## src/hw/ism_pkg.sv

```systemverilog
// Package with constants for the indicator status monitor
package ism_pkg;
	localparam int NUM_IND = 5;
	localparam int NUM_SIG = 4;
	localparam int CODE_W = 2;
	localparam int STAMP_W = 32;
	localparam int EVT_ID_W = 3;
	localparam int EVT_SIG_W = 2;
	// Status codes as displayed
	localparam logic [1:0] ST_INTERMEDIATE = 2'h0;
	localparam logic [1:0] ST_OPEN = 2'h1;
	localparam logic [1:0] ST_CLOSED = 2'h2;
	localparam logic [1:0] ST_BAD = 2'h3;
	localparam logic [1:0] ST_RESET = ST_OPEN;
	// Event mask selection
	localparam logic [1:0] MASK_NONE = 2'h0;
	localparam logic [1:0] MASK_ON = 2'h1;
	localparam logic [1:0] MASK_OFF = 2'h2;
	localparam logic [1:0] MASK_BOTH = 2'h3;
	// Timebase: 1 ms tick from the 20 MHz clock
	localparam int CLK_HZ = 20_000_000;
	localparam int TICK_US = 1000;
	localparam int TICK_CYCLES = CLK_HZ / 1_000_000 * TICK_US;
	localparam int TICK_W = 15;
	localparam logic [TICK_W-1:0] TICK_LAST = TICK_W'(TICK_CYCLES - 1);
	localparam logic [TICK_W-1:0] TICK_ZERO = 15'h0000;
	localparam logic [STAMP_W-1:0] STAMP_ZERO = 32'h0000_0000;
	localparam logic [STAMP_W-1:0] STAMP_ONE = 32'h0000_0001;
	localparam int SYNC_STAGES = 3;
endpackage

```

## src/hw/ism_channel.sv

```systemverilog
// One indicator channel: input synchroniser and status decode
`timescale 1ns/1ps
module ism_channel (
	// Clock and reset
	input wire logic clock,
	input wire logic reset,
	// Raw status inputs
	input wire logic open_in,
	input wire logic close_in,
	// Timebase
	input wire logic tick,
	// Decoded status
	output logic [1:0] status
);
	logic [2:0] open_sync_ff;
	logic [2:0] close_sync_ff;
	logic open_ff;
	logic close_ff;
	logic [1:0] status_ff;
	logic [1:0] nxt_status;
	wire open_agree = open_sync_ff[1] == open_sync_ff[2];
	wire close_agree = close_sync_ff[1] == close_sync_ff[2];

	// Three stages; a change counts when stages two and three agree
	always_ff @(posedge clock or posedge reset) begin
		if (reset) begin
			open_sync_ff <= 3'h0;
			close_sync_ff <= 3'h0;
		end else begin
			open_sync_ff <= {open_sync_ff[1:0], open_in};
			close_sync_ff <= {close_sync_ff[1:0], close_in};
		end
	end

	// Filtered levels; reset state matches the Open code
	always_ff @(posedge clock or posedge reset) begin
		if (reset) begin
			open_ff <= 1'b1;
			close_ff <= 1'b0;
		end else begin
			if (open_agree)
				open_ff <= open_sync_ff[2];
			if (close_agree)
				close_ff <= close_sync_ff[2];
		end
	end

	// Open is a logic one on the open input and zero on the close input
	assign nxt_status = (!open_ff && !close_ff) ? ism_pkg::ST_INTERMEDIATE :
		(open_ff && close_ff) ? ism_pkg::ST_BAD :
		open_ff ? ism_pkg::ST_OPEN : ism_pkg::ST_CLOSED;

	// Re-evaluated once per timebase tick
	always_ff @(posedge clock or posedge reset) begin
		if (reset)
			status_ff <= ism_pkg::ST_RESET;
		else if (tick)
			status_ff <= nxt_status;
	end

	assign status = status_ff;
endmodule

```

## src/hw/ism_monitor.sv

```systemverilog
// Top of the indicator status monitor: five channels, timebase and event output
`timescale 1ns/1ps
module ism_monitor (
	// Clock and reset
	input wire logic clock,
	input wire logic reset,
	// Status inputs, one bit per indicator (close fed inverted by the outside for one-input use)
	input wire logic [4:0] open_in,
	input wire logic [4:0] close_in,
	// Setup, static during operation
	input wire logic [1:0] event_mask,
	// Decoded status, two bits per indicator
	output logic [9:0] status,
	// Event stream
	output logic event_valid,
	input wire logic event_ready,
	output logic [2:0] event_indicator,
	output logic [1:0] event_signal,
	output logic event_on,
	output logic [31:0] event_stamp,
	// Events lost for lack of a ready sink
	output logic event_overrun
);
	localparam int PEND_W = ism_pkg::NUM_IND * ism_pkg::NUM_SIG;

	////////////////////////////////////////////////////////////////////////////
	logic [ism_pkg::TICK_W-1:0] tick_cnt_ff;
	logic [ism_pkg::STAMP_W-1:0] stamp_ff;
	wire tick = tick_cnt_ff == ism_pkg::TICK_LAST;

	// Millisecond timebase and stamp
	always_ff @(posedge clock or posedge reset) begin
		if (reset) begin
			tick_cnt_ff <= ism_pkg::TICK_ZERO;
			stamp_ff <= ism_pkg::STAMP_ZERO;
		end else if (tick) begin
			tick_cnt_ff <= ism_pkg::TICK_ZERO;
			stamp_ff <= stamp_ff + ism_pkg::STAMP_ONE;
		end else begin
			tick_cnt_ff <= tick_cnt_ff + 15'h0001;
		end
	end

	////////////////////////////////////////////////////////////////////////////
	// Five independent channels
	logic [1:0] st [ism_pkg::NUM_IND];
	logic [1:0] st_prev_ff [ism_pkg::NUM_IND];
	logic [PEND_W-1:0] onehot_now;
	logic [PEND_W-1:0] onehot_prev;

	for (genvar i = 0; i < ism_pkg::NUM_IND; i++) begin : g_ch
		ism_channel u_ch (
			.clock(clock),
			.reset(reset),
			.open_in(open_in[i]),
			.close_in(close_in[i]),
			.tick(tick),
			.status(st[i])
		);
		assign status[2*i +: 2] = st[i];
		// Each status code is one of four signals; the level of each is its one-hot bit
		for (genvar s = 0; s < ism_pkg::NUM_SIG; s++) begin : g_sig
			assign onehot_now[i*ism_pkg::NUM_SIG + s] = st[i] == 2'(s);
			assign onehot_prev[i*ism_pkg::NUM_SIG + s] = st_prev_ff[i] == 2'(s);
		end
	end

	always_ff @(posedge clock or posedge reset) begin
		if (reset) begin
			for (int i = 0; i < ism_pkg::NUM_IND; i++)
				st_prev_ff[i] <= ism_pkg::ST_RESET;
		end else begin
			for (int i = 0; i < ism_pkg::NUM_IND; i++)
				st_prev_ff[i] <= st[i];
		end
	end

	////////////////////////////////////////////////////////////////////////////
	// Pending event flags; rising level gives ON, falling gives OFF
	wire mask_on = event_mask[0];
	wire mask_off = event_mask[1];
	wire [PEND_W-1:0] rise = onehot_now & ~onehot_prev;
	wire [PEND_W-1:0] fall = ~onehot_now & onehot_prev;
	wire [PEND_W-1:0] new_on = rise & {PEND_W{mask_on}};
	wire [PEND_W-1:0] new_off = fall & {PEND_W{mask_off}};

	logic [PEND_W-1:0] pend_on_ff;
	logic [PEND_W-1:0] pend_off_ff;
	logic [ism_pkg::STAMP_W-1:0] pend_stamp_ff [PEND_W];

	// Lowest pending index wins; ON before OFF for the same signal
	logic sel_found;
	logic sel_is_on;
	logic [4:0] sel_idx;
	always_comb begin
		sel_found = 1'b0;
		sel_is_on = 1'b0;
		sel_idx = 5'h00;
		for (int k = 0; k < PEND_W; k++) begin
			if (!sel_found && (pend_on_ff[k] || pend_off_ff[k])) begin
				sel_found = 1'b1;
				sel_is_on = pend_on_ff[k];
				sel_idx = 5'(k);
			end
		end
	end

	logic out_valid_ff;
	wire out_free = !out_valid_ff || event_ready;
	wire take = sel_found && out_free;
	wire [PEND_W-1:0] take_vec = take ? (PEND_W'(1) << sel_idx) : '0;
	wire [PEND_W-1:0] clr_on = take_vec & {PEND_W{sel_is_on}};
	wire [PEND_W-1:0] clr_off = take_vec & {PEND_W{!sel_is_on}};
	// A new event that finds its flag still pending overwrites it and is counted lost
	wire lost = |((new_on & pend_on_ff & ~clr_on) | (new_off & pend_off_ff & ~clr_off));

	// Set wins over clear; events queued in the cycle after the tick that changes the status
	always_ff @(posedge clock or posedge reset) begin
		if (reset) begin
			pend_on_ff <= '0;
			pend_off_ff <= '0;
		end else begin
			pend_on_ff <= (pend_on_ff & ~clr_on) | new_on;
			pend_off_ff <= (pend_off_ff & ~clr_off) | new_off;
		end
	end

	// Stamp taken when the event is queued, not when it leaves
	always_ff @(posedge clock or posedge reset) begin
		if (reset) begin
			for (int k = 0; k < PEND_W; k++)
				pend_stamp_ff[k] <= ism_pkg::STAMP_ZERO;
		end else begin
			for (int k = 0; k < PEND_W; k++)
				if (new_on[k] || new_off[k])
					pend_stamp_ff[k] <= stamp_ff;
		end
	end

	////////////////////////////////////////////////////////////////////////////
	// Output register; no command outputs exist at all
	logic [2:0] ev_ind_ff;
	logic [1:0] ev_sig_ff;
	logic ev_on_ff;
	logic [31:0] ev_stamp_ff;
	logic overrun_ff;

	always_ff @(posedge clock or posedge reset) begin
		if (reset) begin
			out_valid_ff <= 1'b0;
			ev_ind_ff <= 3'h0;
			ev_sig_ff <= 2'h0;
			ev_on_ff <= 1'b0;
			ev_stamp_ff <= ism_pkg::STAMP_ZERO;
		end else if (out_free) begin
			out_valid_ff <= sel_found;
			if (sel_found) begin
				ev_ind_ff <= 3'(sel_idx / 5'(ism_pkg::NUM_SIG));
				ev_sig_ff <= sel_idx[1:0];
				ev_on_ff <= sel_is_on;
				ev_stamp_ff <= pend_stamp_ff[sel_idx];
			end
		end
	end

	always_ff @(posedge clock or posedge reset) begin
		if (reset)
			overrun_ff <= 1'b0;
		else
			overrun_ff <= lost;
	end

	assign event_valid = out_valid_ff;
	assign event_indicator = ev_ind_ff;
	assign event_signal = ev_sig_ff;
	assign event_on = ev_on_ff;
	assign event_stamp = ev_stamp_ff;
	assign event_overrun = overrun_ff;

	////////////////////////////////////////////////////////////////////////////
	// Checks
	chk_inter_decode: assert property (@(posedge clock) disable iff (reset)
		tick && !open_in[0] && !close_in[0] && $past(!open_in[0] && !close_in[0], 4)
		&& $past(!open_in[0] && !close_in[0], 5)
		|=> status[1:0] == ism_pkg::ST_INTERMEDIATE)
		else $error("indicator 0 not intermediate with no inputs");
	chk_bad_decode: assert property (@(posedge clock) disable iff (reset)
		tick && $past(open_in[0] && close_in[0], 4) && $past(open_in[0] && close_in[0], 5)
		|=> status[1:0] == ism_pkg::ST_BAD)
		else $error("indicator 0 not bad with both inputs");
	chk_open_decode: assert property (@(posedge clock) disable iff (reset)
		tick && $past(open_in[1] && !close_in[1], 4) && $past(open_in[1] && !close_in[1], 5)
		|=> status[3:2] == ism_pkg::ST_OPEN)
		else $error("indicator 1 not open");
	chk_close_decode: assert property (@(posedge clock) disable iff (reset)
		tick && $past(!open_in[1] && close_in[1], 4) && $past(!open_in[1] && close_in[1], 5)
		|=> status[3:2] == ism_pkg::ST_CLOSED)
		else $error("indicator 1 not closed");
	chk_status_tick: assert property (@(posedge clock) disable iff (reset)
		!$past(tick) |-> $stable(status))
		else $error("status changed off tick");
	// One cycle after the change the previous-status copy holds the new code
	chk_change_queued: assert property (@(posedge clock) disable iff (reset)
		mask_on && (status[1:0] != st_prev_ff[0]) |=> pend_on_ff[st_prev_ff[0]])
		else $error("change not queued");
	chk_mask_drop: assert property (@(posedge clock) disable iff (reset)
		event_valid && event_on |-> mask_on)
		else $error("ON event passed with ON masked");
	chk_mask_off: assert property (@(posedge clock) disable iff (reset)
		event_valid && !event_on |-> mask_off)
		else $error("OFF event passed with OFF masked");
	chk_out_hold: assert property (@(posedge clock) disable iff (reset)
		event_valid && !event_ready |=> event_valid && $stable(event_stamp)
		&& $stable(event_indicator) && $stable(event_signal)
		&& $stable(event_on))
		else $error("event dropped under back-pressure");
endmodule

```

## config.mk

```make
export PLATFORM = sky130hd
export DESIGN_NAME = ism_monitor
export DESIGN_NICKNAME = d
export VERILOG_FILES = /design/src/hw/ism_pkg.sv /design/src/hw/ism_channel.sv /design/src/hw/ism_monitor.sv
export SDC_FILE = /design/constraint.sdc
export NUM_CORES = 2
export LEC_CHECK = 0
export BUFFER_PORTS_ARGS = -buffer_cell sky130_fd_sc_hd__buf_4
export CAP_MARGIN = 20
export CORE_UTILIZATION = 56
export DETAILED_ROUTE_END_ITERATION = 10
export PLACE_DENSITY = 0.73
export SETUP_SLACK_MARGIN = 0.02
export SLEW_MARGIN = 5
export SYNTH_ARGS = -nofsm -noshare
export SYNTH_HDL_FRONTEND = slang
export SYNTH_SLANG_ARGS = --single-unit
export TNS_END_PERCENT = 10
```

## constraint.sdc

```tcl
create_clock -name clock -period 35.2 [get_ports clock]
set_clock_uncertainty 0.05 [all_clocks]
set_input_delay 7.04 -clock clock [delete_from_list [all_inputs] [get_ports clock]]
set_output_delay 7.04 -clock clock [all_outputs]
set_load 0.005 [all_outputs]
```

-- After elaboration in Yosys (flattened, before gate mapping)
Cells that the tools add are included.
- ROM bits: 0
- RAM bits: 0
- output and inout bits: 50
- latch bits: 0
- logic and storage cells: 318
- input port bits: 15
- memories: 0
- register bits after elaboration: 827
- mux-type cells: 79
- equality and inequality tests: 41
- shift-type cells: 1
- $mul: 0
- magnitude comparators: 1
- reductions and logical operators: 114
- $add $sub $neg: 2
- divide/modulo/power cells: 0
- bitwise gates (word level): 20
- operator list (operator ; count):
    20-bit bitwise AND ; 12
    32-bit binary-select mux with 5-bit select ; 1
    5-bit 2-to-1 mux ; 18
    20-bit NOT ; 4
    32-bit 2-to-1 mux ; 2
    20-bit bitwise OR ; 3
    1-bit logical OR ; 41
    1-bit 2-to-1 mux ; 41
    2-bit equality test (second input constant) ; 20
    32-bit by 1-bit adder with 32-bit output (second input constant) ; 1
    1-bit zero test ; 31
    1-bit logical AND ; 30
    2-bit 2-to-1 mux ; 15
    2-bit by 1-bit equality test with 1-bit output (second input constant) ; 10
    2-bit zero test ; 10
    20-bit 2-to-1 mux ; 1
    20-bit OR reduction ; 1
    1-bit by 5-bit left shift with 20-bit output (first input constant) ; 1
    15-bit by 1-bit adder with 15-bit output (second input constant) ; 1
    15-bit equality test (second input constant) ; 1
    15-bit 2-to-1 mux ; 1
    1-bit equality test ; 10
    6-bit greater-or-equal comparator (second input constant) ; 1
    5-bit NOT with 6-bit output ; 1
    2-bit AND reduction ; 1

-- Longest topological paths before layout
- word-level depth: 66
- depth in mapped cells: 14
- mapped depth without buffers: 10

-- By module
Synthesis repeated with hierarchy kept, for this count alone.
- cell total of the unflattened synthesis: 3042
- area total of the unflattened synthesis: 37038.0 um^2
- modules (own cells, without submodules) (module ; cells an instance ; times used ; sequential area each (um^2) ; area each (um^2)):
    ism_monitor ; 2967 ; 1 ; 19449.9 ; 35530.3
    ism_channel ; 15 ; 5 ; 252.7 ; 301.5

-- Worst setup path after synthesis
Ideal clock, no wire load.
- path type: input to register
- start point: in event_ready
- end point: reg overrun_ff, in the netlist event_overrun
- setup time: 0.139 ns
- arrival time: 9.029 ns
- stages: 8
- path slack: 25.982 ns
- buffers on the path: 2
- required time: 35.011 ns
- cells stage by stage: nand2b_1 -> clkbuf_1 -> o311ai_0 -> clkbuf_1 -> o311ai_0 -> o21ai_1 -> or4_1 -> or4_1
- longest elaborated chain between the ends: 8
- RTL lines (element ; RTL line ; RTL):
    start, declared ; ism_monitor.sv:16 ; input wire logic event_ready,
    1-bit logical OR (*) ; ism_monitor.sv:109 ; wire out_free = !out_valid_ff || event_ready;
    1-bit logical AND (*) ; ism_monitor.sv:110 ; wire take = sel_found && out_free;
    20-bit 2-to-1 mux (*) ; ism_monitor.sv:111 ; wire [PEND_W-1:0] take_vec = take ? (PEND_W'(1) << sel_idx) : '0;
    20-bit bitwise AND (on tied branches) ; ism_monitor.sv:112, ism_monitor.sv:113 ;
    20-bit NOT ; ism_monitor.sv:115 ; wire lost = |((new_on & pend_on_ff & ~clr_on) | (new_off & pend_off_ff & ~clr_off));
    20-bit bitwise AND ; ism_monitor.sv:115 ;
    20-bit bitwise OR (*) ; ism_monitor.sv:115 ;
    20-bit OR reduction (*) ; ism_monitor.sv:115 ;
    via lost ; ism_monitor.sv:115 ;
    end signal, assigned ; ism_monitor.sv:170 ; overrun_ff <= lost;
    end, declared ; ism_monitor.sv:146 ; logic overrun_ff;
The timed path passes the listed nets; every way through them passes the cells marked *.
A chain may end at the register's enable or synchronous reset.

==> summary.txt <==
Worst setup path
  • R2r setup slk: 30.18 ns
  • Cell count of the worst reg-to-reg path: 9
  • Startpoint Class: primary input
  • CP max-delay cell: buf_4
  • CP bufs+invs: 5
  • Setup CP Type: primary input to async pin
  • Worst Setup End Kind: async pin
  • Worst path max stage delay: 0.89 ns
  • Crit Path Max Fanout: 180
  • Worst path arrival time: 10.51 ns
  • Reg2reg end: event_overrun
  • R2R Path Start: pend_on_ff[14]
  • Most used cell, CP: buf_4
  • CP delay by family, top: buffers and inverters
  • Crit-path cells: buf_4 -> inv_8 -> buf_12 -> buf_4 -> buf_4
  • Req. time, crit path: 35.79 ns

Detailed routing
  • Drt total wl: 111,000 um
  • Drt first pass iters: 9
  • Detailed Route Iter0 Violations: 2,704
  • Post-DRT Antenna Nets: 0
  • Vias: 27,100
  • Drt drc: 8
  • Post-DR vias/cell: 6.70
  • DR WL/cell: 27.4 um

Synthesis
  • FF+latch count, synth: 827
  • Top FF cell, synth: dfrtp_1
  • Post-synth top area share: 0.543
  • Synth Warn #: 0
  • Synth Area per Inst: 11.8 um2
  • Area leader, netlist: dfrtp_1
  • Netlist cell types: 79
  • Post-Synthesis Net Count: 3,176
  • Synth Cell Area: 0.0374 mm2
  • Commonest cells in the synthesized netlist: dfrtp_1 (812), mux2_2 (645), nand2_1 (342)
  • Top cells by area, synth: dfrtp_1 (54%), mux2_2 (19%), nand2_1 (3.4%)
  • Syn Inst Count: 3,159
  • Top-count cell post-synth: dfrtp_1
  • EDFF count, synth: 0
  • FFs w/ async S/R, synth: 1.00
  • Post-synthesis sequential area ratio: 0.554

Timing
  • Worst hold slack: 0.294 ns
  • Final hold vios: 0
  • RSZ-0062 raised after global routing: no
  • Worst Setup Slack, final: 25.28 ns
  • FMAX: 101 MHz
  • Fin crit period: 9.92 ns
  • Total negative setup slack: 0 ns
  • Slew at the pin with the worst max-slew slack: 1.02 ns
  • Slew Viols, Final: 0
  • Final setup violating endpoints: 0
  • Slew HR: 0.318
  • Crit share post-route: 0.282

CTS
  • Clock sinks: 827
  • Number of hold buffers added after CTS: 0
  • CTS tree: yes
  • Clk root buf: clkbuf_16
  • Setup Buffers After CTS: 0
  • Post-CTS resize count: 0
  • Maximum buffer depth of the clock tree: 3
  • TritonCTS buffer count: 85
  • H-tree levels: 3
  • Reg clk slew, reported paths: 0.06 ns
  • Clk_lat worst skew: 0.66 ns

Power and ir drop
  • Tot Pwr: 2600 uW
  • Pwr/cell area: 62.7 mW/mm2
  • Leakage: 0.0201 uW
  • Peak VDD IR: 57.0 uV

Global routing
  • Vias in the first global route: 27,300
  • GR Util All Layers: 0.333
  • Largest net degree at the start of global routing: 181
  • GR Overflow Total: 0
  • Global-route wire length before repair: 169,000 um
  • Antenna violations before repair: 3

Placement
  • Pre-CTS setup slack: 24.50 ns
  • GP Congestion: 0.902
  • IO buf count: 64
  • DP HPWL: 59,300 um

Job
  • Max-Cap Viols: 0

Die
  • Die area: 0.0678 mm2
  • Die Ht: 260 um
  • CORE AREA: 0.0660 mm2
  • # rows: 94
  • I/O pin cnt: 65
  • Starting Density: 0.567
  • Die width: 260 um

Final layout
  • Layout cells sized above 1: 0.305
  • Area Growth Syn to Fin: 10.9%
  • FILL cells: 4,974
  • Final #Nets: 3,124
  • Register area: 0.0207 mm2
  • Post-route core utilization: 0.629
  • Area of the multi-input gates: 0.0158 mm2

Outcome
  • Failing checks: design-rule violations
  • Status: complete, but fails checks

Hold path
  • Hold Path End: g_ch[0].u_ch.open_sync_ff[1]
  • Hold_sp: g_ch[0].u_ch.open_sync_ff[0]
  • Hold Path Cell Cnt: 0
  • Hold Path Class: register to register
## power breakdown
| group | switching, uW | internal [uW] |
|---|---|---|
| logic | 503 | 194 |
| registers | 19.7 | 973 |
| clock network | 382 | 528 |
## worst max-delay path by stage
stage,from,endpoint,cells past startpoint
2_1_floorplan,reset,event_indicator[0],1
3_3_place_gp,reset,pend_stamp_ff[404],5
3_5_place_dp,reset,pend_stamp_ff[404],5
4_1_cts,reset,pend_stamp_ff[628],5
5_1_grt,reset,pend_stamp_ff[216],5
6_report,reset,pend_stamp_ff[181],5
## stage by stage
stage / instance area (um2) / instances
4_1_cts: 41400 / 4037
2_1_floorplan: 37400 / 3159
3_3_place_gp: 38600 / 3881
3_5_place_dp: 38600 / 3882
5_1_grt: 41500 / 4039
6_report: 41500 / 4040
## cell families after synthesis
group	share of synthesized area
AOI/OAI and AO/OA	0.116
DFF	0.554
adders and majority gates	0.00335
buffers and inverters	0.0295
and+or+nand+nor	0.0771
muxes	0.210
xor gates and xnor gates	0.0101
## registers in the layout, summed over array words and instances, names as in the netlist
| signal | count |
|---|---|
| pend_stamp_ff | 640 |
| event_stamp | 32 |
| stamp_ff | 32 |
| pend_off_ff | 20 |
| pend_on_ff | 20 |
| g_ch.u_ch.close_sync_ff | 15 |
| g_ch.u_ch.open_sync_ff | 15 |
| tick_cnt_ff | 15 |
| g_ch.u_ch.status | 10 |
| st_prev_ff | 10 |
| g_ch.u_ch.close_ff | 5 |
| g_ch.u_ch.open_ff | 5 |
| event_indicator | 3 |
| event_signal | 2 |
| event_on | 1 |
| event_overrun | 1 |
| event_valid | 1 |
## placed cells by master (no fill, tap or decap), types with 12 or more instances in the layout
| cell type | Yosys | routed |
|---|---|---|
| nor3_1 | 18 | 18 |
| o21ai_0 | 212 | 212 |
| dfrtp_1 | 812 | 812 |
| mux2i_1 | 59 | 59 |
| a22oi_1 | 19 | 19 |
| a221oi_1 | 15 | 15 |
| o41ai_1 | 13 | 13 |
| o221ai_1 | 30 | 30 |
| nor4_1 | 16 | 16 |
| nor2_1 | 74 | 67 |
| mux2_2 | 645 | 645 |
| nand4_1 | 18 | 18 |
| clkinv_2 | 0 | 18 |
| a21oi_1 | 132 | 129 |
| nand2b_1 | 30 | 29 |
| o22ai_1 | 24 | 24 |
| a2111oi_0 | 13 | 13 |
| clkbuf_16 | 0 | 86 |
| inv_1 | 29 | 28 |
| xnor2_1 | 29 | 29 |
| a221o_1 | 15 | 15 |
| a211oi_1 | 21 | 21 |
| buf_4 | 1 | 116 |
| nand3_1 | 56 | 55 |
| dfstp_2 | 15 | 15 |
| clkbuf_1 | 200 | 26 |
| a21boi_0 | 13 | 13 |
| o211ai_1 | 37 | 37 |
| nand2_1 | 342 | 328 |
| xor2_1 | 14 | 14 |
| o31ai_1 | 13 | 12 |
| a222oi_1 | 16 | 16 |
## metal layers
| metal | part of all wire | global-route usage |
|---|---|---|
| met1 | 0.42 | 0.458 |
| met2 | 0.47 | 0.526 |
| met3 | 0.072 | 0.0592 |
| met4 | 0.038 | 0.131 |
| met5 | 0.00012 | 0 |
## area by class of cell
| cell class | count | share of cell area |
|---|---|---|
| Clock buffer | 123 | 0.0579 |
| Tap cell | 864 | 0.0261 |
| Multi-Input combinational cell | 2043 | 0.381 |
| Inverter | 29 | 0.00280 |
| Sequential cell | 827 | 0.499 |
| Timing Repair Buffer | 121 | 0.0235 |
| Antenna cell | 1 | 0.0000603 |
| Clock inverter | 32 | 0.00965 |
(Power assumes the default switching activity.)
